==> config.mk <==
export PLATFORM = sky130hd
export DESIGN_NAME = dmabmc_top
export DESIGN_NICKNAME = d
export VERILOG_FILES = /design/src/common/dmabmc_pkg.sv /design/src/verilog/dmabmc_poll.sv /design/src/verilog/dmabmc_arb.sv /design/src/verilog/dmabmc_top.sv
export SDC_FILE = /design/constraint.sdc
export NUM_CORES = 1
export LEC_CHECK = 0
export BUFFER_PORTS_ARGS = -buffer_cell sky130_fd_sc_hd__buf_2
export CORE_UTILIZATION = 51
export DETAILED_ROUTE_END_ITERATION = 10
export MAX_ROUTING_LAYER = met4
export PLACE_DENSITY = 0.86
export SLEW_MARGIN = 10
export SYNTH_ARGS = -nofsm -noshare
export SYNTH_HDL_FRONTEND = slang
export SYNTH_SLANG_ARGS = --single-unit
==> constraint.sdc <==
create_clock -name i_sys_clk -period 5.9 [get_ports i_sys_clk]
set_input_delay 0.295 -clock i_sys_clk [delete_from_list [all_inputs] [get_ports i_sys_clk]]
set_output_delay 0.295 -clock i_sys_clk [all_outputs]
set_load 0.01 [all_outputs]
==> src/common/dmabmc_pkg.sv <==
// Shared constants and types for the DMA bus-mode and poll-demand control block.
// Assumes a byte-addressed Avalon-MM slave with 32-bit data on a single clock.
//
// Summary of operation
// - Bit 7 selects buffer byte order, descriptors unchanged.
// - Bits 6..2 give the dword gap between descriptors.
// - Bit 1 low favours receive, high favours transmit.
// - Soft reset clears internals, keeps configuration registers.
// - Soft reset bit self-clears when the sequence ends.
// - Transmit poll write while suspended fetches, checks ownership.
// - Receive poll write while suspended fetches, checks ownership.
// - Receive list base in bits 31..2, low bits 00.
package dmabmc_pkg;

  // Register byte offsets.
  localparam logic [7:0] OFS_BUS_MODE = 8'h00;
  localparam logic [7:0] OFS_TX_POLL = 8'h08;
  localparam logic [7:0] OFS_RX_POLL = 8'h10;
  localparam logic [7:0] OFS_RX_BASE = 8'h18;

  // Bus-mode field positions.
  localparam int BIT_BYTE_ORDER = 7;
  localparam int GAP_MSB = 6;
  localparam int GAP_LSB = 2;
  localparam int BIT_ARB = 1;
  localparam int BIT_SOFT_RST = 0;
  localparam int GAP_W = GAP_MSB - GAP_LSB + 1;

  // Reset values.
  localparam logic [31:0] POLL_RESET = 32'h0FFFFFFF;
  localparam logic [31:0] BASE_RESET = 32'h00000000;
  localparam logic [7:0] MODE_RESET = 8'h00;
  localparam logic [1:0] ALIGN_BITS = 2'h0;

  // Timing and geometry.
  localparam int SRST_CYCLES = 16;
  localparam int DESC_BYTES = 16;

  typedef enum logic {POLL_IDLE, POLL_FETCH} dmabmc_poll_e;
  typedef enum logic [1:0] {ARB_IDLE, ARB_TX, ARB_RX} dmabmc_arb_e;

endpackage

==> src/verilog/dmabmc_poll.sv <==
// Poll-demand engine for one direction: fetch and ownership test of a descriptor.
// Assumes the descriptor fetcher answers each request with a one-cycle done pulse.
`timescale 1ns/1ns
module dmabmc_poll (
  // Clock and resets.
  input wire logic i_sys_clk,
  input wire logic i_rst,
  input wire logic i_srst,
  // Process state and demand.
  input wire logic i_suspended,
  input wire logic i_demand,
  // Descriptor fetcher.
  input wire logic i_fetch_done,
  input wire logic i_own,
  output logic o_fetch_req,
  output logic o_start
);

  typedef struct packed {
    dmabmc_pkg::dmabmc_poll_e st;
    logic fetch;
    logic start;
  } dmabmc_poll_s;

  localparam dmabmc_poll_s RST_S = '{dmabmc_pkg::POLL_IDLE, 1'b0, 1'b0};

  dmabmc_poll_s q;
  dmabmc_poll_s d;

  ////////////////////////////////////////////////////////////////////////////////
  always_comb begin
    d = q;
    d.start = 1'b0;
    unique case (q.st)
      dmabmc_pkg::POLL_IDLE: begin
        // A demand outside suspension is dropped, so it cannot disturb a live list.
        if (i_demand && i_suspended) begin
          d.st = dmabmc_pkg::POLL_FETCH;
          d.fetch = 1'b1;
        end
      end
      dmabmc_pkg::POLL_FETCH: begin
        if (i_fetch_done) begin
          d.st = dmabmc_pkg::POLL_IDLE;
          d.fetch = 1'b0;
          d.start = i_own;
        end
      end
    endcase
    if (i_srst) begin
      d = RST_S;
    end
  end

  always_ff @(posedge i_sys_clk or posedge i_rst) begin
    if (i_rst) begin
      q <= RST_S;
    end else begin
      q <= d;
    end
  end

  assign o_fetch_req = q.fetch;
  assign o_start = q.start;

endmodule

==> src/verilog/dmabmc_arb.sv <==
// Two-way bus arbiter between transmit and receive DMA with a priority select.
// Assumes a requester holds its request until granted and pulses done at release.
`timescale 1ns/1ns
module dmabmc_arb (
  // Clock and resets.
  input wire logic i_sys_clk,
  input wire logic i_rst,
  input wire logic i_srst,
  // Requests.
  input wire logic i_tx_first,
  input wire logic i_tx_req,
  input wire logic i_rx_req,
  input wire logic i_done,
  // Grants.
  output logic o_tx_gnt,
  output logic o_rx_gnt
);

  typedef struct packed {
    dmabmc_pkg::dmabmc_arb_e st;
    logic tx_gnt;
    logic rx_gnt;
  } dmabmc_arb_s;

  localparam dmabmc_arb_s RST_S = '{dmabmc_pkg::ARB_IDLE, 1'b0, 1'b0};

  dmabmc_arb_s q;
  dmabmc_arb_s d;

  ////////////////////////////////////////////////////////////////////////////////
  always_comb begin
    d = q;
    unique case (q.st)
      dmabmc_pkg::ARB_IDLE: begin
        // Priority only matters on a tie; a held grant is never pre-empted.
        if (i_tx_req && (i_tx_first || !i_rx_req)) begin
          d.st = dmabmc_pkg::ARB_TX;
          d.tx_gnt = 1'b1;
        end else if (i_rx_req) begin
          d.st = dmabmc_pkg::ARB_RX;
          d.rx_gnt = 1'b1;
        end
      end
      dmabmc_pkg::ARB_TX, dmabmc_pkg::ARB_RX: begin
        if (i_done) begin
          d = RST_S;
        end
      end
      default: begin
        d = RST_S;
      end
    endcase
    if (i_srst) begin
      d = RST_S;
    end
  end

  always_ff @(posedge i_sys_clk or posedge i_rst) begin
    if (i_rst) begin
      q <= RST_S;
    end else begin
      q <= d;
    end
  end

  assign o_tx_gnt = q.tx_gnt;
  assign o_rx_gnt = q.rx_gnt;

endmodule

==> src/verilog/dmabmc_top.sv <==
// Bus-mode, poll-demand and receive list base registers of the DMA engine.
// Assumes a byte-addressed Avalon-MM master and descriptor and data movers outside.
`timescale 1ns/1ns
module dmabmc_top #(
  parameter int SRST_CYCLES = dmabmc_pkg::SRST_CYCLES,
  parameter int DESC_BYTES = dmabmc_pkg::DESC_BYTES
) (
  // Clock and reset.
  input wire logic i_sys_clk,
  input wire logic i_rst,
  // Avalon-MM slave.
  input wire logic [7:0] i_avs_address,
  input wire logic i_avs_read,
  input wire logic i_avs_write,
  input wire logic [31:0] i_avs_writedata,
  input wire logic [3:0] i_avs_byteenable,
  output logic [31:0] o_avs_readdata,
  output logic o_avs_waitrequest,
  // Process state from the DMA engines.
  input wire logic i_tx_suspended,
  input wire logic i_rx_suspended,
  // Descriptor fetchers.
  input wire logic i_tx_fetch_done,
  input wire logic i_tx_own,
  input wire logic i_rx_fetch_done,
  input wire logic i_rx_own,
  output logic o_tx_fetch_req,
  output logic o_tx_start,
  output logic o_rx_fetch_req,
  output logic o_rx_start,
  // Receive descriptor walk.
  input wire logic i_rx_desc_advance,
  output logic [31:0] o_rx_desc_addr,
  // Bus arbitration.
  input wire logic i_tx_bus_req,
  input wire logic i_rx_bus_req,
  input wire logic i_bus_done,
  output logic o_tx_bus_gnt,
  output logic o_rx_bus_gnt,
  // Data path toward host memory.
  input wire logic [31:0] i_buf_data,
  input wire logic i_buf_is_desc,
  output logic [31:0] o_bus_data,
  // Configuration and internal reset.
  output logic o_big_endian,
  output logic [dmabmc_pkg::GAP_W-1:0] o_desc_gap,
  output logic o_tx_priority,
  output logic o_int_rst
);

  localparam int CNT_W = $clog2(SRST_CYCLES + 1);
  localparam logic [CNT_W-1:0] CNT_LAST = CNT_W'(SRST_CYCLES - 1);
  localparam logic [31:0] DESC_STEP = 32'(DESC_BYTES);

  typedef struct packed {
    logic wait_n;
    logic [31:0] rdata;
    logic [7:1] mode;
    logic srst_busy;
    logic [CNT_W-1:0] srst_cnt;
    logic [31:0] tx_poll;
    logic [31:0] rx_poll;
    logic [31:2] rx_base;
    logic [31:0] desc_addr;
    logic tx_dem;
    logic rx_dem;
    logic [31:0] bus_data;
  } dmabmc_top_s;

  localparam dmabmc_top_s RST_S = '{
    wait_n: 1'b0,
    rdata: 32'h00000000,
    mode: dmabmc_pkg::MODE_RESET[7:1],
    srst_busy: dmabmc_pkg::MODE_RESET[dmabmc_pkg::BIT_SOFT_RST],
    srst_cnt: '0,
    tx_poll: dmabmc_pkg::POLL_RESET,
    rx_poll: dmabmc_pkg::POLL_RESET,
    rx_base: dmabmc_pkg::BASE_RESET[31:2],
    desc_addr: dmabmc_pkg::BASE_RESET,
    tx_dem: 1'b0,
    rx_dem: 1'b0,
    bus_data: 32'h00000000
  };

  dmabmc_top_s q;
  dmabmc_top_s d;

  logic req;
  logic acc;
  logic wr;
  logic [31:0] rd_mux;
  logic [31:0] base_full;
  logic [31:0] gap_bytes;
  logic [31:0] base_new;

  ////////////////////////////////////////////////////////////////////////////////
  // Byte-lane merge for a partial write.

  function automatic logic [31:0] merge(input logic [31:0] old_v, input logic [31:0] new_v,
                                        input logic [3:0] be);
    logic [31:0] r;
    r = old_v;
    for (int i = 0; i < 4; i++) begin
      if (be[i]) begin
        r[i*8 +: 8] = new_v[i*8 +: 8];
      end
    end
    return r;
  endfunction

  ////////////////////////////////////////////////////////////////////////////////
  // Read mux and derived values.

  always_comb begin
    base_full = {q.rx_base, dmabmc_pkg::ALIGN_BITS};
    gap_bytes = {25'h0000000, q.mode[dmabmc_pkg::GAP_MSB:dmabmc_pkg::GAP_LSB], 2'h0};
    base_new = merge(base_full, i_avs_writedata, i_avs_byteenable);
    rd_mux = 32'h00000000;
    unique case (i_avs_address)
      dmabmc_pkg::OFS_BUS_MODE: begin
        rd_mux = {24'h000000, q.mode, q.srst_busy};
      end
      dmabmc_pkg::OFS_TX_POLL: begin
        rd_mux = q.tx_poll;
      end
      dmabmc_pkg::OFS_RX_POLL: begin
        rd_mux = q.rx_poll;
      end
      dmabmc_pkg::OFS_RX_BASE: begin
        rd_mux = base_full;
      end
      default: begin
        rd_mux = 32'h00000000;
      end
    endcase
  end

  ////////////////////////////////////////////////////////////////////////////////
  // Next-state logic.

  always_comb begin
    d = q;
    req = i_avs_read | i_avs_write;
    // The request is answered one cycle after it appears; the write lands on the edge after that.
    acc = req && q.wait_n;
    wr = acc && i_avs_write;
    d.tx_dem = 1'b0;
    d.rx_dem = 1'b0;

    if (req && !q.wait_n) begin
      d.wait_n = 1'b1;
      d.rdata = i_avs_read ? rd_mux : 32'h00000000;
    end else begin
      d.wait_n = 1'b0;
    end

    // Register writes; unmapped offsets are ignored.
    if (wr) begin
      unique case (i_avs_address)
        dmabmc_pkg::OFS_BUS_MODE: begin
          // Bus-mode fields are assumed written with both processes stopped.
          if (i_avs_byteenable[0]) begin
            d.mode = i_avs_writedata[7:1];
            if (i_avs_writedata[dmabmc_pkg::BIT_SOFT_RST] && !q.srst_busy) begin
              d.srst_busy = 1'b1;
              d.srst_cnt = '0;
            end
          end
        end
        dmabmc_pkg::OFS_TX_POLL: begin
          d.tx_poll = merge(q.tx_poll, i_avs_writedata, i_avs_byteenable);
          d.tx_dem = 1'b1;
        end
        dmabmc_pkg::OFS_RX_POLL: begin
          d.rx_poll = merge(q.rx_poll, i_avs_writedata, i_avs_byteenable);
          d.rx_dem = 1'b1;
        end
        dmabmc_pkg::OFS_RX_BASE: begin
          // Loading the walk pointer here relies on receive being stopped.
          d.rx_base = base_new[31:2];
          d.desc_addr = {base_new[31:2], dmabmc_pkg::ALIGN_BITS};
        end
        default: begin
          d.rx_base = q.rx_base;
        end
      endcase
    end

    // Descriptor walk: each step covers one descriptor plus the programmed gap.
    if (i_rx_desc_advance && !q.srst_busy) begin
      d.desc_addr = q.desc_addr + DESC_STEP + gap_bytes;
    end

    // Soft reset sequence; configuration registers keep their contents.
    if (q.srst_busy) begin
      if (q.srst_cnt == CNT_LAST) begin
        d.srst_busy = 1'b0;
        d.srst_cnt = '0;
        d.desc_addr = base_full;
      end else begin
        d.srst_cnt = q.srst_cnt + CNT_W'(1);
      end
      d.tx_dem = 1'b0;
      d.rx_dem = 1'b0;
    end

    // Swapping only data keeps descriptors readable in either mode.
    if (q.mode[dmabmc_pkg::BIT_BYTE_ORDER] && !i_buf_is_desc) begin
      d.bus_data = {i_buf_data[7:0], i_buf_data[15:8], i_buf_data[23:16], i_buf_data[31:24]};
    end else begin
      d.bus_data = i_buf_data;
    end
  end

  always_ff @(posedge i_sys_clk or posedge i_rst) begin
    if (i_rst) begin
      q <= RST_S;
    end else begin
      q <= d;
    end
  end

  ////////////////////////////////////////////////////////////////////////////////
  // Poll engines and arbiter.

  dmabmc_poll u_tx_poll (
    .i_sys_clk(i_sys_clk),
    .i_rst(i_rst),
    .i_srst(q.srst_busy),
    .i_suspended(i_tx_suspended),
    .i_demand(q.tx_dem),
    .i_fetch_done(i_tx_fetch_done),
    .i_own(i_tx_own),
    .o_fetch_req(o_tx_fetch_req),
    .o_start(o_tx_start)
  );

  dmabmc_poll u_rx_poll (
    .i_sys_clk(i_sys_clk),
    .i_rst(i_rst),
    .i_srst(q.srst_busy),
    .i_suspended(i_rx_suspended),
    .i_demand(q.rx_dem),
    .i_fetch_done(i_rx_fetch_done),
    .i_own(i_rx_own),
    .o_fetch_req(o_rx_fetch_req),
    .o_start(o_rx_start)
  );

  dmabmc_arb u_arb (
    .i_sys_clk(i_sys_clk),
    .i_rst(i_rst),
    .i_srst(q.srst_busy),
    .i_tx_first(q.mode[dmabmc_pkg::BIT_ARB]),
    .i_tx_req(i_tx_bus_req),
    .i_rx_req(i_rx_bus_req),
    .i_done(i_bus_done),
    .o_tx_gnt(o_tx_bus_gnt),
    .o_rx_gnt(o_rx_bus_gnt)
  );

  ////////////////////////////////////////////////////////////////////////////////
  // Outputs, all from flip-flops.

  assign o_avs_readdata = q.rdata;
  assign o_avs_waitrequest = !q.wait_n;
  assign o_rx_desc_addr = q.desc_addr;
  assign o_bus_data = q.bus_data;
  assign o_big_endian = q.mode[dmabmc_pkg::BIT_BYTE_ORDER];
  assign o_desc_gap = q.mode[dmabmc_pkg::GAP_MSB:dmabmc_pkg::GAP_LSB];
  assign o_tx_priority = q.mode[dmabmc_pkg::BIT_ARB];
  assign o_int_rst = q.srst_busy;

endmodule

Word level (Yosys, flattened, before mapping)
Index checks and enable logic that the tools add are counted.

cells by class
  add/sub/neg operators = 3
  multipliers = 0
  divide/modulo/power cells = 0
  magnitude comparators = 0
  equality and inequality tests = 15
  shift-type cells = 0
  mux-type cells = 50
  bitwise operators = 3
  reduce and logical (&&, ||, !) cells = 37

operators by type and width
  kind                                                                      number
  32-bit two-way mux                                                        7
  134-bit two-way mux                                                       1
  32-bit case mux with 4 select lines                                       1
  8-bit two-way mux                                                         12
  34-bit two-way mux                                                        1
  32-bit by 5-bit adder with 32-bit output (second input constant)          1
  32-bit by 7-bit adder with 32-bit output                                  1
  30-bit two-way mux                                                        1
  3-bit AND reduction                                                       10
  6-bit two-way mux                                                         4
  8-bit by 5-bit equality test with 1-bit output (second input constant)    2
  3-bit inequality test (second input constant)                             5
  3-bit two-way mux                                                         4
  2-bit AND reduction                                                       5
  1-bit logical AND                                                         9
  1-bit two-way mux                                                         9
  3-bit by 2-bit inequality test with 1-bit output (second input constant)  3
  8-bit by 4-bit equality test with 1-bit output (second input constant)    1
  8-bit logical NOT                                                         1
  2-bit two-way mux                                                         4
  4-bit two-way mux                                                         2
  2-bit case mux with 2 select lines                                        2
  4-bit case mux with 2 select lines                                        1
  2-bit nonzero test                                                        4
  other kinds (13)                                                          17

word-level totals
  bits in registers = 216
  latch bits = 0
  memory bits (writable) = 0
  bits in read-only memories = 0
  input bits = 91
  output and inout bits = 111
  logic and storage cells = 135
  memories = 0

Longest topological paths before layout
Gate-level depths: netlist (run 1).

  word-level depth = 9
  mapped depth = 10
  depth with buffers taken out = 9

By module
A second synthesis (run 1) with hierarchy kept.

second synthesis, totals
  cells, all modules = 1025
  area, all modules = 11318.4 sq um

modules (own cells, without submodules)
  module       times used  cells an instance  area each (sq um)
  dmabmc_top   1           981                10850.4
  dmabmc_poll  2           10                 122.6
  dmabmc_arb   1           24                 222.7

Least setup slack after synthesis (run 1)
No wires, ideal clock.

  path type = flip-flop to flip-flop
  from = reg q (netlist bit o_desc_gap[1])
  to = reg q (netlist bit o_rx_desc_addr[21])
  setup time = 0.094 ns
  arrival = 2.529 ns
  required time = 5.806 ns
  slack = 3.277 ns
  stages on the path, launching flop included = 11
  buffers on the path = 1
  cell sequence = dfrtp_1 ha_1 ha_1 inv_1 fa_1 nor2b_1 o2111ai_1 clkbuf_1 a2111oi_0 xnor2_1 a211oi_1

RTL lines
  element                 RTL line           RTL
  from (decl)             dmabmc_top.sv:85   dmabmc_top_s q;
  from (signal assigned)  dmabmc_top.sv:217  q <= RST_S;
  from (signal assigned)  dmabmc_top.sv:219  q <= d;

==> flow_summary.ini, run 1 <==
[status]
status = completed

[sta]
tns_ns = 0
hold_slack_ns = 0.02309
worstMarginPinSlew_ns = 1.170
final_min_period_over_clock_period = 0.5554
setup_viol_count_final = 0
rsz_0062_raised_after_global_routing = false
post-route-min-period_ns = 3.277
slack_of_the_critical_path_ns = 2.623
timing.clock.skew_ns = 0.03761
final_hold_viol_count = 0
highest_clock_rate_ghz = 0.3052
report.final.slew_viol_count = 0
max-slew-margin-rel = 0.2165

[yosys]
syn_nets = 1148
yosys_most_used_dff = sky130_fd_sc_hd__dfrtp_1
synth_enable_flop_cells = 0
yosys_register_bits = 216
synthesis.area_sq_um = 11260
synth_sequential_area_ratio = 0.4862
synthCells = 1044
synth_async_sr_flop_share = 1.000
postSynthAreaPerCell_sq_um = 10.79
yosys_warnings = 0
ys_types = 58

[hold_path]
hold_start = i_buf_data[21]
worst_hold_end = o_bus_data[13]
worst_hold_stages = 3
timing.hold.worst.class = in2reg

[routing]
drt_first_iter_violations = 612
drc = 0
firstDrtPassIters = 5
routed_wirelength_um = 28600
antenna_left = 0
dr_total_vias = 8375
routed_via_density = 5.764
post_drt_wl_per_cell_um = 19.69

[clock_network]
cts.hold.buffers_added = 30
ctsHtreeMaxLevel = 1
tritoncts_buffer_count = 24
clkSlewWorstSetupHoldPaths_ns = 0.06
clock_tree.root_cell = sky130_fd_sc_hd__clkbuf_16
worstSkewPairLatency_ns = 0.53
postCtsResizedCells = 0
maximum_buffer_depth_of_the_clock_tree = 3
tritoncts = yes
post-cts-setup-buffers = 0
cts_sinks = 216

[global_route]
grt_start_max_net_pins = 176
grt_first_pass_wirelength_um = 44420
first_global_vias = 8315
track_usage = 0.2579
antenna_found_initial = 0
grt_overflow = 0

[placed_design]
routability_congestion_estimate_from_global_placement = 0.8435
detailed_place_hpwl_um = 18600
io_buffers = 201
pre_cts_ws_ns = 2.642
post_dp_cell_area_sq_um = 11730

[pwr]
power_dens_cells_nw_per_um2 = 290.0
switching_power_uw = 1020
pwr-share-comb = 0.151
worst_ir_drop_vdd_uv = 230.5
seq_power_share = 0.446
switching_share = 0.2737
total_power_uw = 3724
internal-power_uw = 2705
p_leak_uw = 0.006140
clk_network_pwr_share = 0.403

[critical_path]
critical_path.max_fanout = 12
critical_path.most_common_cell = sky130_fd_sc_hd__ha_1
reg2reg_setup_slack_ns = 2.62
cp-start-kind = register
crit_path_cell_trace = ha_1, ha_1, inv_1, fa_1, nor2b_1, o2111ai_1, a2111oi_0, xor2_1, a221o_1
critical-path-max-stage-delay_ns = 0.67
crit_required_ns = 6.31
path_class = reg2reg
cp-end-kind = register
arrival_ns = 3.69
crit_slowest_cell = sky130_fd_sc_hd__a2111oi_0
worst_r2r_path_depth = 9
critical_register_to_register_path_endpoint = o_rx_desc_addr[31]
r2r-start = o_rx_desc_addr[3]

[floorplan]
die_w_um = 150.6
initial_utilization = 0.5177
fp.dieArea_sq_um = 22680
placement_rows = 54
ioPinCount = 202
core_area_sq_um = 21760
fp.dieH_um = 150.6

[cells_and_area]
n_antenna_cell = 0
area_growth_pct = 14.04
final_layout_size_suffix_gt1_frac = 0.3998
design.final.nets = 1259
design_area_sq_um = 12840
final.fill_count = 1703

[run]
maxCapViolCount = 0
placed cells by master (no fill, tap or decap), types with 7 or more instances in the layout:
cell type / synthesis / final
sky130_fd_sc_hd__a22oi_1: 25 / 25
sky130_fd_sc_hd__a221o_1: 7 / 7
sky130_fd_sc_hd__dlygate4sd3_1: 0 / 31
sky130_fd_sc_hd__mux2i_1: 25 / 25
sky130_fd_sc_hd__inv_1: 17 / 16
sky130_fd_sc_hd__buf_2: 7 / 201
sky130_fd_sc_hd__nand2b_1: 8 / 8
sky130_fd_sc_hd__dfrtp_1: 160 / 160
sky130_fd_sc_hd__o22ai_1: 9 / 9
sky130_fd_sc_hd__o211ai_1: 7 / 7
sky130_fd_sc_hd__xnor2_1: 14 / 14
sky130_fd_sc_hd__dfstp_2: 56 / 56
sky130_fd_sc_hd__a31oi_1: 8 / 8
sky130_fd_sc_hd__nor2_1: 39 / 39
sky130_fd_sc_hd__mux2_2: 138 / 138
sky130_fd_sc_hd__a21oi_1: 24 / 24
sky130_fd_sc_hd__ha_1: 12 / 12
sky130_fd_sc_hd__clkbuf_16: 0 / 24
sky130_fd_sc_hd__buf_4: 101 / 8
sky130_fd_sc_hd__a211oi_1: 23 / 23
sky130_fd_sc_hd__nand3_1: 12 / 12
sky130_fd_sc_hd__o21ai_0: 43 / 43
sky130_fd_sc_hd__nand2_1: 166 / 166
per-stage QoR:
stage,util,std cells
2_1_floorplan,-,1044
3_3_place_gp,0.5393,1378
3_5_place_dp,0.5393,1378
4_1_cts,0.5899,1452
5_1_grt,0.5904,1453
6_report,0.5904,1453
power groups by stage:
stage	registers (uW)	clock network, uW	logic (uW)
4_1_cts	1660	1530	559
2_1_floorplan	1660	0	420
6_report	1660	1500	562
3_3_place_gp	1680	0	517
3_5_place_dp	1680	0	537
5_1_grt	1670	1590	620
logic make-up after synthesis:
group / synth area share
mux: 0.1745
xor+xnor: 0.01555
compound gates: 0.1007
flops: 0.4862
fa+ha+maj: 0.01511
buf+inv: 0.09343
simple gates: 0.1145
state kept, by name (all words and copies together), names as in the netlist:
name,flops
base_full,30
o_avs_readdata,32
o_big_endian,1
o_bus_data,32
o_desc_gap,5
o_int_rst,1
o_rx_desc_addr,32
o_tx_priority,1
q,72
u_arb.o_rx_gnt,1
u_arb.o_tx_gnt,1
u_arb.q,2
u_rx_poll.o_fetch_req,1
u_rx_poll.o_start,1
u_rx_poll.q,1
u_tx_poll.o_fetch_req,1
u_tx_poll.o_start,1
u_tx_poll.q,1
routing by layer:
metal | up-vias | share of wire | global-route usage | routed length, um
li1 | 3810 | - | - | -
met1 | 4147 | 0.41 | 0.3220 | 11690
met2 | 360 | 0.48 | 0.4161 | 13730
met3 | 58 | 0.081 | 0.05545 | 2324
met4 | 0 | 0.030 | 0.08600 | 862
met5 | - | 0 | - | 0
worst max-delay path: cells and delay by family (launching register included):
kind / cells / cell delay, ns
AND/OR/NAND/NOR: 1 / 0.17
buffers and inverters: 1 / 0.06
adder cells (fa/ha/maj): 3 / 0.88
XOR/XNOR: 1 / 0.13
AO/OA/AOI/OAI: 3 / 1.51
flip-flops: 1 / 0.41
worst max-delay path by stage:
stage                       from  cells past startpoint            endpoint
2_1_floorplan              i_rst                      1       base_full[10]
3_3_place_gp       o_desc_gap[1]                      9  o_rx_desc_addr[31]
3_5_place_dp       o_desc_gap[1]                      9  o_rx_desc_addr[31]
6_report       o_rx_desc_addr[3]                      9  o_rx_desc_addr[31]
5_1_grt            o_desc_gap[1]                      9  o_rx_desc_addr[31]
4_1_cts        o_rx_desc_addr[3]                      9  o_rx_desc_addr[31]
cell usage after synthesis (all sizes together) (12+ instances only):
cell type | instances | share of area
inv | 17 | 0.0057
buf | 119 | 0.075
dfrtp | 160 | 0.36
a211oi | 23 | 0.015
o21ai | 44 | 0.020
clkbuf | 37 | 0.012
mux2i | 25 | 0.022
ha | 12 | 0.013
nor2 | 39 | 0.013
nand2 | 170 | 0.058
nand3 | 12 | 0.0053
xnor2 | 14 | 0.011
a21oi | 24 | 0.011
dfstp | 56 | 0.13
mux2 | 140 | 0.14
a22oi | 25 | 0.017
layout make-up:
class | instances | area [sq um] | area share
flip-flops and latches | 216 | 5475 | 0.4263
repair buffers | 241 | 1396 | 0.1087
multi-input cells | 655 | 4755 | 0.3702
well taps | 280 | 350.3 | 0.02728
inverters | 17 | 67.56 | 0.005261
clock inverters | 10 | 121.4 | 0.009450
clock buffers | 34 | 678.2 | 0.05280
Power figures use the tool's default switching activity.
==> run 2, diff against run 1 <==
--- a/config.mk
+++ b/config.mk
@@ -6,10 +6,10 @@
 export NUM_CORES = 1
 export LEC_CHECK = 0
 export BUFFER_PORTS_ARGS = -buffer_cell sky130_fd_sc_hd__buf_2
-export CORE_UTILIZATION = 51
+export CORE_UTILIZATION = 57
 export DETAILED_ROUTE_END_ITERATION = 10
 export MAX_ROUTING_LAYER = met4
-export PLACE_DENSITY = 0.86
+export PLACE_DENSITY = 0.9
 export SLEW_MARGIN = 10
 export SYNTH_ARGS = -nofsm -noshare
 export SYNTH_HDL_FRONTEND = slang
==> constraint.sdc (replaced) <==
create_clock -name i_sys_clk -period 3.35 [get_ports i_sys_clk]
set_input_delay 0.1675 -clock i_sys_clk [delete_from_list [all_inputs] [get_ports i_sys_clk]]
set_output_delay 0.1675 -clock i_sys_clk [all_outputs]
set_load 0.01 [all_outputs]
==> run 2 against run 1 <==
Power grew 76%. Worst setup slack lost 2.2 ns. Final cell count grew 4.0%. Via count grew 5.3%. Clock power grew 71%. Register-to-register slack lost 2.2 ns. Sequential power grew 76%. Hold slack lost 0.00099 ns. Global-route usage grew 4.7 points. Critical path type unchanged. Highest routed layer unchanged.
==> flow_summary.ini, run 2 (same netlist as run 1, synthesis figures left out) <==
[status]
status = completed

[global_route]
grt_first_pass_wirelength_um = 46830
grt_start_max_net_pins = 84
track_usage = 0.3053
first_global_vias = 9032
grt_overflow = 0
antenna_found_initial = 1

[sta]
setup_viol_count_final = 0
worstMarginPinSlew_ns = 1.189
tns_ns = 0
slack_of_the_critical_path_ns = 0.4096
report.final.slew_viol_count = 0
highest_clock_rate_ghz = 0.3401
post-route-min-period_ns = 2.940
rsz_0062_raised_after_global_routing = false
final_min_period_over_clock_period = 0.8777
final_hold_viol_count = 0
timing.clock.skew_ns = 0.01988
max-slew-margin-rel = 0.2035

[clock_network]
tritoncts_buffer_count = 24
post-cts-setup-buffers = 0
postCtsResizedCells = 0
clock_tree.root_cell = sky130_fd_sc_hd__clkbuf_16
tritoncts = yes
worstSkewPairLatency_ns = 0.52
clkSlewWorstSetupHoldPaths_ns = 0.06
cts_sinks = 216
ctsHtreeMaxLevel = 1
maximum_buffer_depth_of_the_clock_tree = 3

[hold_path]
timing.hold.worst.class = in2reg

[floorplan]
ioPinCount = 202
fp.dieH_um = 142.6
die_w_um = 142.6
fp.dieArea_sq_um = 20320
placement_rows = 51
core_area_sq_um = 19400
initial_utilization = 0.5806

[routing]
post_drt_wl_per_cell_um = 20.16
dr_total_vias = 8816
routed_via_density = 5.835
routed_wirelength_um = 30460
firstDrtPassIters = 5
antenna_left = 0
drc = 0
drt_first_iter_violations = 713

[critical_path]
critical_path.max_fanout = 11
arrival_ns = 3.36
critical_path.most_common_cell = sky130_fd_sc_hd__ha_1
cp-start-kind = register
crit_required_ns = 3.77
path_class = reg2reg
crit_path_cell_trace = ha_1, ha_1, inv_1, fa_1, nor2b_1, o2111ai_1, buf_4, a2111oi_0, xnor2_1, a211oi_1
cp-end-kind = register
critical-path-max-stage-delay_ns = 0.52
crit_slowest_cell = sky130_fd_sc_hd__a2111oi_0

[pwr]
p_leak_uw = 0.006455
worst_ir_drop_vdd_uv = 394.8
total_power_uw = 6573
power_dens_cells_nw_per_um2 = 486.3

[cells_and_area]
largest_register_ffs = 72
most-common-layout-cells = sky130_fd_sc_hd__buf_2, sky130_fd_sc_hd__nand2_1, sky130_fd_sc_hd__dfrtp_1
regMostFlops = q
multi_input_area_sq_um = 4755
area_growth_pct = 20.02
final_layout_size_suffix_gt1_frac = 0.3815
design.final.nets = 1331
regArea_sq_um = 5475
design_area_sq_um = 13520
final.fill_count = 1306
final_common_cell = sky130_fd_sc_hd__buf_2

[placed_design]
routability_congestion_estimate_from_global_placement = 0.9107
io_buffers = 201
post_dp_cell_area_sq_um = 11790
detailed_place_hpwl_um = 19000
pre_cts_ws_ns = 0.4787

[run]
maxCapViolCount = 0
## run 2: worst max-delay path: cells and delay by family, from the launching register on
family | cells | cell delay (ns)
AO/OA/AOI/OAI | 3 | 0.97
XOR/XNOR | 1 | 0.12
adder cells (fa/ha/maj) | 3 | 0.87
buffers and inverters | 2 | 0.28
flip-flops | 1 | 0.42
AND/OR/NAND/NOR | 1 | 0.17
## run 2: power by group
group | switching (uW) | internal (uW) | leakage (uW)
registers | 150 | 2770 | 0.00265
logic | 603 | 486 | 0.00342
clock network | 1060 | 1510 | 0.000382
## run 2: cell type report
type                            count  share of cell area
Sequential cell                   216              0.4051
Clock inverter                      4            0.002592
Timing Repair Buffer              313              0.1561
Tap cell                          265             0.02453
Clock buffer                       40             0.05480
Antenna cell                        1           0.0001851
Inverter                           17            0.004999
Multi-Input combinational cell    655              0.3518
## run 2: worst paths after layout
kind                                       to                from  slack, ns  cells after the start
min reg2reg                o_avs_readdata[29]  o_avs_readdata[29]       0.47                      2
max                        o_rx_desc_addr[19]       o_desc_gap[1]       0.41                     10
min in group asynchronous       o_desc_gap[1]               i_rst       0.38                      3
max reg2reg                o_rx_desc_addr[19]       o_desc_gap[1]       0.41                     10
min                                u_arb.q[2]        i_tx_bus_req       0.02                      3
max in group asynchronous              q[147]               i_rst       2.04                      4
## run 2: through the flow
| stage | utilization | hold WS [ns] | cells |
|---|---|---|---|
| after floorplan | - | 0.2729 | 1044 |
| after global placement | 0.6077 | 0.3711 | 1371 |
| after detailed placement | 0.6077 | 0.3774 | 1371 |
| after CTS | 0.6967 | 0.006916 | 1510 |
| after global routing | 0.6968 | 0.04149 | 1511 |
| final | 0.6968 | 0.02209 | 1511 |
## run 2: layer usage
| layer | part of all wire | global-route usage |
|---|---|---|
| met5 | 0 | - |
| met4 | 0.040 | 0.1398 |
| met3 | 0.088 | 0.07268 |
| met2 | 0.48 | 0.5003 |
| met1 | 0.39 | 0.3562 |
## run 2: repair_timing
item | CTS | global route
hold endpoints to repair | 172 | 0
endpoints found under the setup margin | 0 | 0
hold buffers | 95 | 0
